**config.mk**
```make
export PLATFORM = sky130hd
export DESIGN_NAME = fshds_source
export DESIGN_NICKNAME = d
export VERILOG_FILES = /design/src/fshds_pkg.sv /design/src/fshds_source.sv /design/src/fshds_rom.sv
export SDC_FILE = /design/constraint.sdc
export NUM_CORES = 1
export LEC_CHECK = 0
export ABC_AREA = 1
export BUFFER_PORTS_ARGS = -buffer_cell sky130_fd_sc_hd__buf_4
export CORE_AREA = 3 3 99 101
export CTS_BUF_LIST = sky130_fd_sc_hd__clkbuf_8
export CTS_CLUSTER_DIAMETER = 150
export DETAILED_ROUTE_END_ITERATION = 12
export DIE_AREA = 0 0 102 104
export PLACE_DENSITY = 0.49
export SYNTH_ARGS = -nofsm -noshare
export SYNTH_HDL_FRONTEND = slang
export SYNTH_SLANG_ARGS = --single-unit
```
**constraint.sdc**
```tcl
create_clock -name core_clk -period 3 [get_ports core_clk]
set_input_delay 0.15 -clock core_clk [delete_from_list [all_inputs] [get_ports core_clk]]
set_output_delay 0.15 -clock core_clk [all_outputs]
set_load 0.02 [all_outputs]
```
**src/fshds_pkg.sv**
```systemverilog
// Constants and types shared by the full-speed hub descriptor source
package fshds_pkg;
    localparam int unsigned IDX_W = 5;
    localparam logic [IDX_W-1:0] DESC_LAST_IDX = 5'h18;
    localparam logic [15:0] DESC_TOTAL_LEN = 16'h0019;
    localparam logic [IDX_W-1:0] CFG_LEN_OFS = 5'h00;
    localparam logic [IDX_W-1:0] CFG_TYPE_OFS = 5'h01;
    localparam logic [IDX_W-1:0] CFG_TOTLO_OFS = 5'h02;
    localparam logic [IDX_W-1:0] CFG_TOTHI_OFS = 5'h03;
    localparam logic [IDX_W-1:0] CFG_NUMIF_OFS = 5'h04;
    localparam logic [IDX_W-1:0] CFG_VALUE_OFS = 5'h05;
    localparam logic [IDX_W-1:0] CFG_STR_OFS = 5'h06;
    localparam logic [IDX_W-1:0] CFG_ATTR_OFS = 5'h07;
    localparam logic [IDX_W-1:0] CFG_MAXPWR_OFS = 5'h08;
    localparam logic [IDX_W-1:0] IF_BASE = 5'h09;
    localparam logic [IDX_W-1:0] EP_BASE = 5'h12;
    localparam logic [IDX_W-1:0] EP_MPS_LO_OFS = 5'h16;
    localparam logic [IDX_W-1:0] EP_MPS_HI_OFS = 5'h17;
    localparam logic [IDX_W-1:0] EP_INTERVAL_OFS = 5'h18;
    localparam int unsigned REMOTE_WAKE_BIT = 5;
    localparam logic [7:0] CFG_LEN = 8'h09;
    localparam logic [7:0] CFG_TYPE = 8'h07;
    localparam logic [7:0] CFG_NUMIF = 8'h01;
    localparam logic [7:0] CFG_VALUE = 8'h01;
    localparam logic [7:0] CFG_STR = 8'h00;
    localparam logic [7:0] ATTR_BUS_POWERED = 8'ha0;
    localparam logic [7:0] ATTR_SELF_POWERED = 8'he0;
    localparam logic [7:0] IF_LEN = 8'h09;
    localparam logic [7:0] IF_TYPE = 8'h04;
    localparam logic [7:0] IF_NUMBER = 8'h00;
    localparam logic [7:0] IF_ALT = 8'h00;
    localparam logic [7:0] IF_NUM_EP = 8'h01;
    localparam logic [7:0] IF_CLASS = 8'h09;
    localparam logic [7:0] IF_SUBCLASS = 8'h00;
    localparam logic [7:0] IF_PROTOCOL = 8'h00;
    localparam logic [7:0] IF_STR = 8'h00;
    localparam logic [7:0] EP_LEN = 8'h07;
    localparam logic [7:0] EP_TYPE = 8'h05;
    localparam logic [7:0] EP_ADDR = 8'h81;
    localparam logic [7:0] EP_ATTR = 8'h03;
    localparam logic [15:0] EP_MPS = 16'h0001;
    localparam logic [7:0] EP_INTERVAL = 8'hff;
    localparam logic [7:0] FILL_BYTE = 8'h00;
    localparam logic DEF_POWER_SOURCE = 1'b0;
    localparam logic [7:0] DEF_BUS_DRAW = 8'h32;
    localparam logic [7:0] DEF_SELF_DRAW = 8'h01;
    localparam int unsigned START_TO_FIRST = 3;

    typedef enum logic [1:0]
    {
        FSHDS_IDLE   = 2'b01,
        FSHDS_STREAM = 2'b10
    } fshds_fsm_t;
endpackage : fshds_pkg

```
**src/fshds_source.sv**
```systemverilog
// Streams the full-speed configuration, interface and endpoint descriptor bytes
// How it works
// - The configuration descriptor opens with length 09h and type 07h and reports total length 0019h.
// - Byte 5 of the configuration descriptor is the configuration value 01h.
// - Byte 6 of the configuration descriptor is string index 00h, meaning no string.
// - Byte 7 is A0h when bus powered and E0h when self powered, never anything else.
// - The attributes byte always sets the remote wake-up bit.
// - Byte 8 carries the bus-powered draw when the power source select is 0, else the self-powered draw.
// - The interface descriptor starts with 09h, 04h, interface 00h and alternate setting 00h.
// - The interface reports one endpoint, class 09h, subclass 00h and protocol 00h.
// - The interface string index is 00h.
// - The endpoint descriptor has length 07h, type 05h and address 81h.
// - The endpoint attributes byte is 03h, interrupt transfer.
// - The endpoint maximum packet size is 0001h.
// - The endpoint polling interval is FFh.
`timescale 1ns/1ps
module fshds_source
(
    input  wire logic        core_clk,
    input  wire logic        rst_n,
    input  wire logic        startReq,
    input  wire logic [15:0] reqLength,
    input  wire logic        cfgLoad,
    input  wire logic        cfgPowerSourceSelect,
    input  wire logic [7:0]  cfgBusPoweredMaxDraw,
    input  wire logic [7:0]  cfgSelfPoweredMaxDraw,
    output logic             busy,
    output logic             byteValid,
    output logic [7:0]       byteData,
    output logic [4:0]       byteIndex,
    output logic             byteLast,
    output logic             powerSourceSelect
);
    typedef struct packed
    {
        fshds_pkg::fshds_fsm_t fsm;
        logic [4:0]            issueIdx;
        logic [4:0]            lastIdx;
        logic                  p1Valid;
        logic [4:0]            p1Idx;
        logic                  p1Last;
        logic                  outValid;
        logic [7:0]            outData;
        logic [4:0]            outIdx;
        logic                  outLast;
        logic                  powerSel;
        logic [7:0]            busDraw;
        logic [7:0]            selfDraw;
    } fshds_state_t;

    fshds_state_t q;
    fshds_state_t d;
    logic [7:0]   romData;

    // Registered lookup costs one stage, so bytes trail a taken start by three cycles
    fshds_rom u_rom
    (
        .core_clk (core_clk),
        .addr     (q.issueIdx),
        .data_q   (romData)
    );

    always_comb
    begin
        d          = q;
        d.p1Valid  = 1'b0;
        d.p1Last   = 1'b0;
        case (q.fsm)
            fshds_pkg::FSHDS_IDLE:
            begin
                // A zero-length request has nothing to send and is dropped
                if (startReq && (reqLength != 16'h0000))
                begin
                    d.fsm      = fshds_pkg::FSHDS_STREAM;
                    d.issueIdx = '0;
                    // Host may ask for fewer bytes than the whole set
                    if (reqLength > fshds_pkg::DESC_TOTAL_LEN)
                        d.lastIdx = fshds_pkg::DESC_LAST_IDX;
                    else
                        d.lastIdx = 5'(reqLength - 16'h0001);
                end
            end
            fshds_pkg::FSHDS_STREAM:
            begin
                d.p1Valid = 1'b1;
                d.p1Idx   = q.issueIdx;
                d.p1Last  = (q.issueIdx == q.lastIdx);
                if (q.issueIdx == q.lastIdx)
                    d.fsm = fshds_pkg::FSHDS_IDLE;
                else
                    d.issueIdx = q.issueIdx + 5'h01;
            end
            default:
            begin
                d.fsm = fshds_pkg::FSHDS_IDLE;
            end
        endcase

        d.outValid = q.p1Valid;
        d.outIdx   = q.p1Idx;
        d.outLast  = q.p1Last;
        // Fixed bytes come from the lookup; only the power-dependent pair is built here
        if (q.p1Idx == fshds_pkg::CFG_ATTR_OFS)
            d.outData = q.powerSel ? fshds_pkg::ATTR_SELF_POWERED : fshds_pkg::ATTR_BUS_POWERED;
        else if (q.p1Idx == fshds_pkg::CFG_MAXPWR_OFS)
            d.outData = q.powerSel ? q.selfDraw : q.busDraw;
        else
            d.outData = romData;

        // A load during a stream takes effect on bytes not yet built
        if (cfgLoad)
        begin
            d.powerSel = cfgPowerSourceSelect;
            d.busDraw  = cfgBusPoweredMaxDraw;
            d.selfDraw = cfgSelfPoweredMaxDraw;
        end
    end

    always_ff @(posedge core_clk)
    begin
        if (!rst_n)
        begin
            q          <= '0;
            q.fsm      <= fshds_pkg::FSHDS_IDLE;
            q.powerSel <= fshds_pkg::DEF_POWER_SOURCE;
            q.busDraw  <= fshds_pkg::DEF_BUS_DRAW;
            q.selfDraw <= fshds_pkg::DEF_SELF_DRAW;
        end
        else
        begin
            q <= d;
        end
    end

    assign busy              = (q.fsm == fshds_pkg::FSHDS_STREAM);
    assign byteValid         = q.outValid;
    assign byteData          = q.outData;
    assign byteIndex         = q.outIdx;
    assign byteLast          = q.outLast;
    assign powerSourceSelect = q.powerSel;
endmodule : fshds_source

```
**src/fshds_rom.sv**
```systemverilog
// Registered lookup of the fixed descriptor bytes
`timescale 1ns/1ps
module fshds_rom
(
    input  wire logic                       core_clk,
    input  wire logic [fshds_pkg::IDX_W-1:0] addr,
    output logic      [7:0]                 data_q
);
    typedef struct packed
    {
        logic [7:0] data;
    } fshds_rom_state_t;

    fshds_rom_state_t q;
    fshds_rom_state_t d;

    function automatic logic [7:0] fshdsFixedByte(input logic [fshds_pkg::IDX_W-1:0] idx);
        case (idx)
            5'h00:   fshdsFixedByte = fshds_pkg::CFG_LEN;
            5'h01:   fshdsFixedByte = fshds_pkg::CFG_TYPE;
            5'h02:   fshdsFixedByte = fshds_pkg::DESC_TOTAL_LEN[7:0];
            5'h03:   fshdsFixedByte = fshds_pkg::DESC_TOTAL_LEN[15:8];
            5'h04:   fshdsFixedByte = fshds_pkg::CFG_NUMIF;
            5'h05:   fshdsFixedByte = fshds_pkg::CFG_VALUE;
            5'h06:   fshdsFixedByte = fshds_pkg::CFG_STR;
            5'h09:   fshdsFixedByte = fshds_pkg::IF_LEN;
            5'h0a:   fshdsFixedByte = fshds_pkg::IF_TYPE;
            5'h0b:   fshdsFixedByte = fshds_pkg::IF_NUMBER;
            5'h0c:   fshdsFixedByte = fshds_pkg::IF_ALT;
            5'h0d:   fshdsFixedByte = fshds_pkg::IF_NUM_EP;
            5'h0e:   fshdsFixedByte = fshds_pkg::IF_CLASS;
            5'h0f:   fshdsFixedByte = fshds_pkg::IF_SUBCLASS;
            5'h10:   fshdsFixedByte = fshds_pkg::IF_PROTOCOL;
            5'h11:   fshdsFixedByte = fshds_pkg::IF_STR;
            5'h12:   fshdsFixedByte = fshds_pkg::EP_LEN;
            5'h13:   fshdsFixedByte = fshds_pkg::EP_TYPE;
            5'h14:   fshdsFixedByte = fshds_pkg::EP_ADDR;
            5'h15:   fshdsFixedByte = fshds_pkg::EP_ATTR;
            5'h16:   fshdsFixedByte = fshds_pkg::EP_MPS[7:0];
            5'h17:   fshdsFixedByte = fshds_pkg::EP_MPS[15:8];
            5'h18:   fshdsFixedByte = fshds_pkg::EP_INTERVAL;
            default: fshdsFixedByte = fshds_pkg::FILL_BYTE;
        endcase
    endfunction : fshdsFixedByte

    always_comb
    begin
        d      = q;
        d.data = fshdsFixedByte(addr);
    end

    always_ff @(posedge core_clk)
    begin
        q <= d;
    end

    assign data_q = q.data;
endmodule : fshds_rom

```
==> impl_metrics.yaml <==
critical_path:
  worst-setup-path-type: "reg -> reg"
  critPathRequiredTime_ns: 3.24
  cp-start-kind: "flip-flop"
  critPathMaxFanout: 11
  cp_data_arrival_time_ns: 1.83
  crit_path_end_kind: "flip-flop"
clock_network:
  clk_path_buf_depth: 2
  clk-insertion-delay-late_ns: 0.34
  htree_levels: 3
  ctsHoldBuffers: 0
  numCtsBuffers: 9
  cts_tree: "built"
  clkTransAtPathRegs_ns: 0.07
  clock-sinks: 58
  cts_resized: 0
  clk_root_buffer_cell: "clkbuf_8"
  post-cts-setup-buffers: 0
timing:
  setup_tns_ns: 0
  drv_slew: 0
  tightest_slew_ns: 0.523
  finalCriticalPeriod_ns: 1.59
  slew_headroom: 0.651
  grt_setup_unrepaired: "false"
  setup_violations: 0
  post-route-period-util: 0.529
  fmax_ghz: 0.630
  final.setup.worst_slack_ns: 1.41
  hold_viol_final: 0
  skew_ns: 0.00801
cells_and_area:
  nets: 447
  drive_gt1_frac: 0.221
  syn_to_final_growth_pct: 22.5
  diodes: 0
  multi_input_area_um2: 1170
  register_area_um2: 1160
  fillCellCount: 986
placement:
  port_buffers: 53
  place.gp.congestion: 0.770
  dpl.hpwl_um: 4140
  dp_slack_ns: 1.44
floorplan:
  rows: 35
  dieArea_um2: 10600
  fp.dieW_um: 102
  die_h_um: 104
  core-area_um2: 9110
  initial_core_util: 0.295
  boundaryPins: 54
yosys:
  syn-instance-count: 364
  synth_top_area_frac: 0.432
  synth_warnings: 0
  netlist.top_cell.by_area: "dfxtp_1"
  synth_seq_cells: 58
  synth_ff_type: "dfxtp_1"
  synth.most_common_cell: "nand2_1"
  ys_async_sr_fraction: 0
  synthDistinctLibCells: 40
  synth_edf_count: 0
  synth_area_um2: 2690
  syn-num-nets: 408
  synth_common_cells: "72 x nand2_1, 58 x dfxtp_1, 43 x nor2_1"
  yosys-top-cells-area: "dfxtp_1 43%, nand2_1 10%, o21ai_0 6.1%"
  ys_seq_area_frac: 0.432
  syn_avg_cell_area_um2: 7.38
global_route:
  antenna_found_initial: 0
  gr-total-overflow: 0
  grt_first_pass_wirelength_um: 9690
  gr-usage-all-layers: 0.115
  grt_pass1_vias: 2197
  grt_max_degree: 37
route:
  detailroute.via_count: 2260
  drc: 0
  dr.pass1.iters: 4
  drt_iter0_markers: 79
  avgRoutedWirePerCell_um: 11.3
  finalWirelength_um: 5860
  route.antenna.remaining_nets: 0
  via_per_inst: 4.35
power_and_ir_drop:
  power_density_nw_per_um2: 562
  max-vdd-ir-drop_mv: 0.188
  leakage_nw: 1.57
worst_hold_path:
  holdCritPathClass: "in -> reg"
flow_run:
  cap_violations: 0
run_status:
  outcome: "finished clean"
[path summary, 6_finish.rpt]
check,startpoint,endpoint,slack [ns],depth (start not counted)
worst max-delay path,q[46],q[47],1.41,9
worst min register to register,d[17],byteLast,0.42,2
worst max register to register,q[46],q[47],1.41,9
worst min-delay path,cfgBusPoweredMaxDraw[4],q[12],0.01,3
[metal layers]
layer  vias to the layer above  GRT usage  part of all wire
met3                        10     0.0288             0.038
met5                         -          0                 0
li1                       1221          -                 -
met4                         0     0.0553             0.022
met2                        45      0.179              0.46
met1                       984      0.148              0.48
[logic make-up after synthesis]
group | count (synthesis) | share of synthesized area
muxes | 1 | 0.00373
xor gates and xnor gates | 2 | 0.00652
adders and majority gates | 7 | 0.0326
DFF | 58 | 0.432
AOI/OAI and AO/OA | 66 | 0.133
and+or+nand+nor | 156 | 0.261
buffers and inverters | 74 | 0.130
[where the power goes]
group          total [mW]  internal [mW]  switching, mW  leakage, nW
logic               0.204         0.0883          0.115        0.984
clock network       0.813          0.474          0.339        0.110
registers           0.833          0.809         0.0245        0.476
total                1.85           1.37          0.479         1.57
[stage by stage]
stage                     cells  area [um2]  hold slack (ns)  total power, mW  utilization
after floorplan             364        2690            0.272            0.986            -
after global placement      503        3060            0.363             1.05        0.336
after detailed placement    503        3060            0.371             1.06        0.336
after CTS                   519        3290         0.000871             1.87        0.361
after global routing        519        3290           0.0178             1.94        0.361
final                       519        3290           0.0120             1.85        0.361
[worst max-delay path: stages, from the launching register on]
cell	delay, ns
dfxtp_1	0.55
inv_1	0.21
nand2_1	0.10
nand2_1	0.07
nor2_2	0.11
nand3_2	0.11
nand2_4	0.12
nand2_2	0.09
nand3_1	0.08
nand2_1	0.05
[sequential cells by signal, summed over array words and instances, names as in the netlist]
name               flops
byteValid              1
powerSourceSelect      1
u_rom.data_q           7
byteData               8
byteLast               1
d                      7
byteIndex              5
q                     28
[cells in the final DEF, fill, tap and decap left out, types with 4 or more instances in the layout]
cell type / instances
a21oi_1: 21
buf_4: 53
clkbuf_8: 9
clkinv_4: 4
dfxtp_1: 58
ha_1: 7
inv_1: 42
nand2_1: 72
nand3_1: 15
nor2_1: 43
nor2_2: 5
nor3_1: 5
o21ai_0: 33
o22ai_1: 5
[cell type report]
type | count | share of cell area
multi-input cells | 232 | 0.357
clock buffers | 9 | 0.0376
well taps | 111 | 0.0422
repair buffers | 53 | 0.121
clock inverters | 7 | 0.0312
inverters | 49 | 0.0582
flip-flops and latches | 58 | 0.353
No activity file was read; power rests on OpenSTA's default activity.
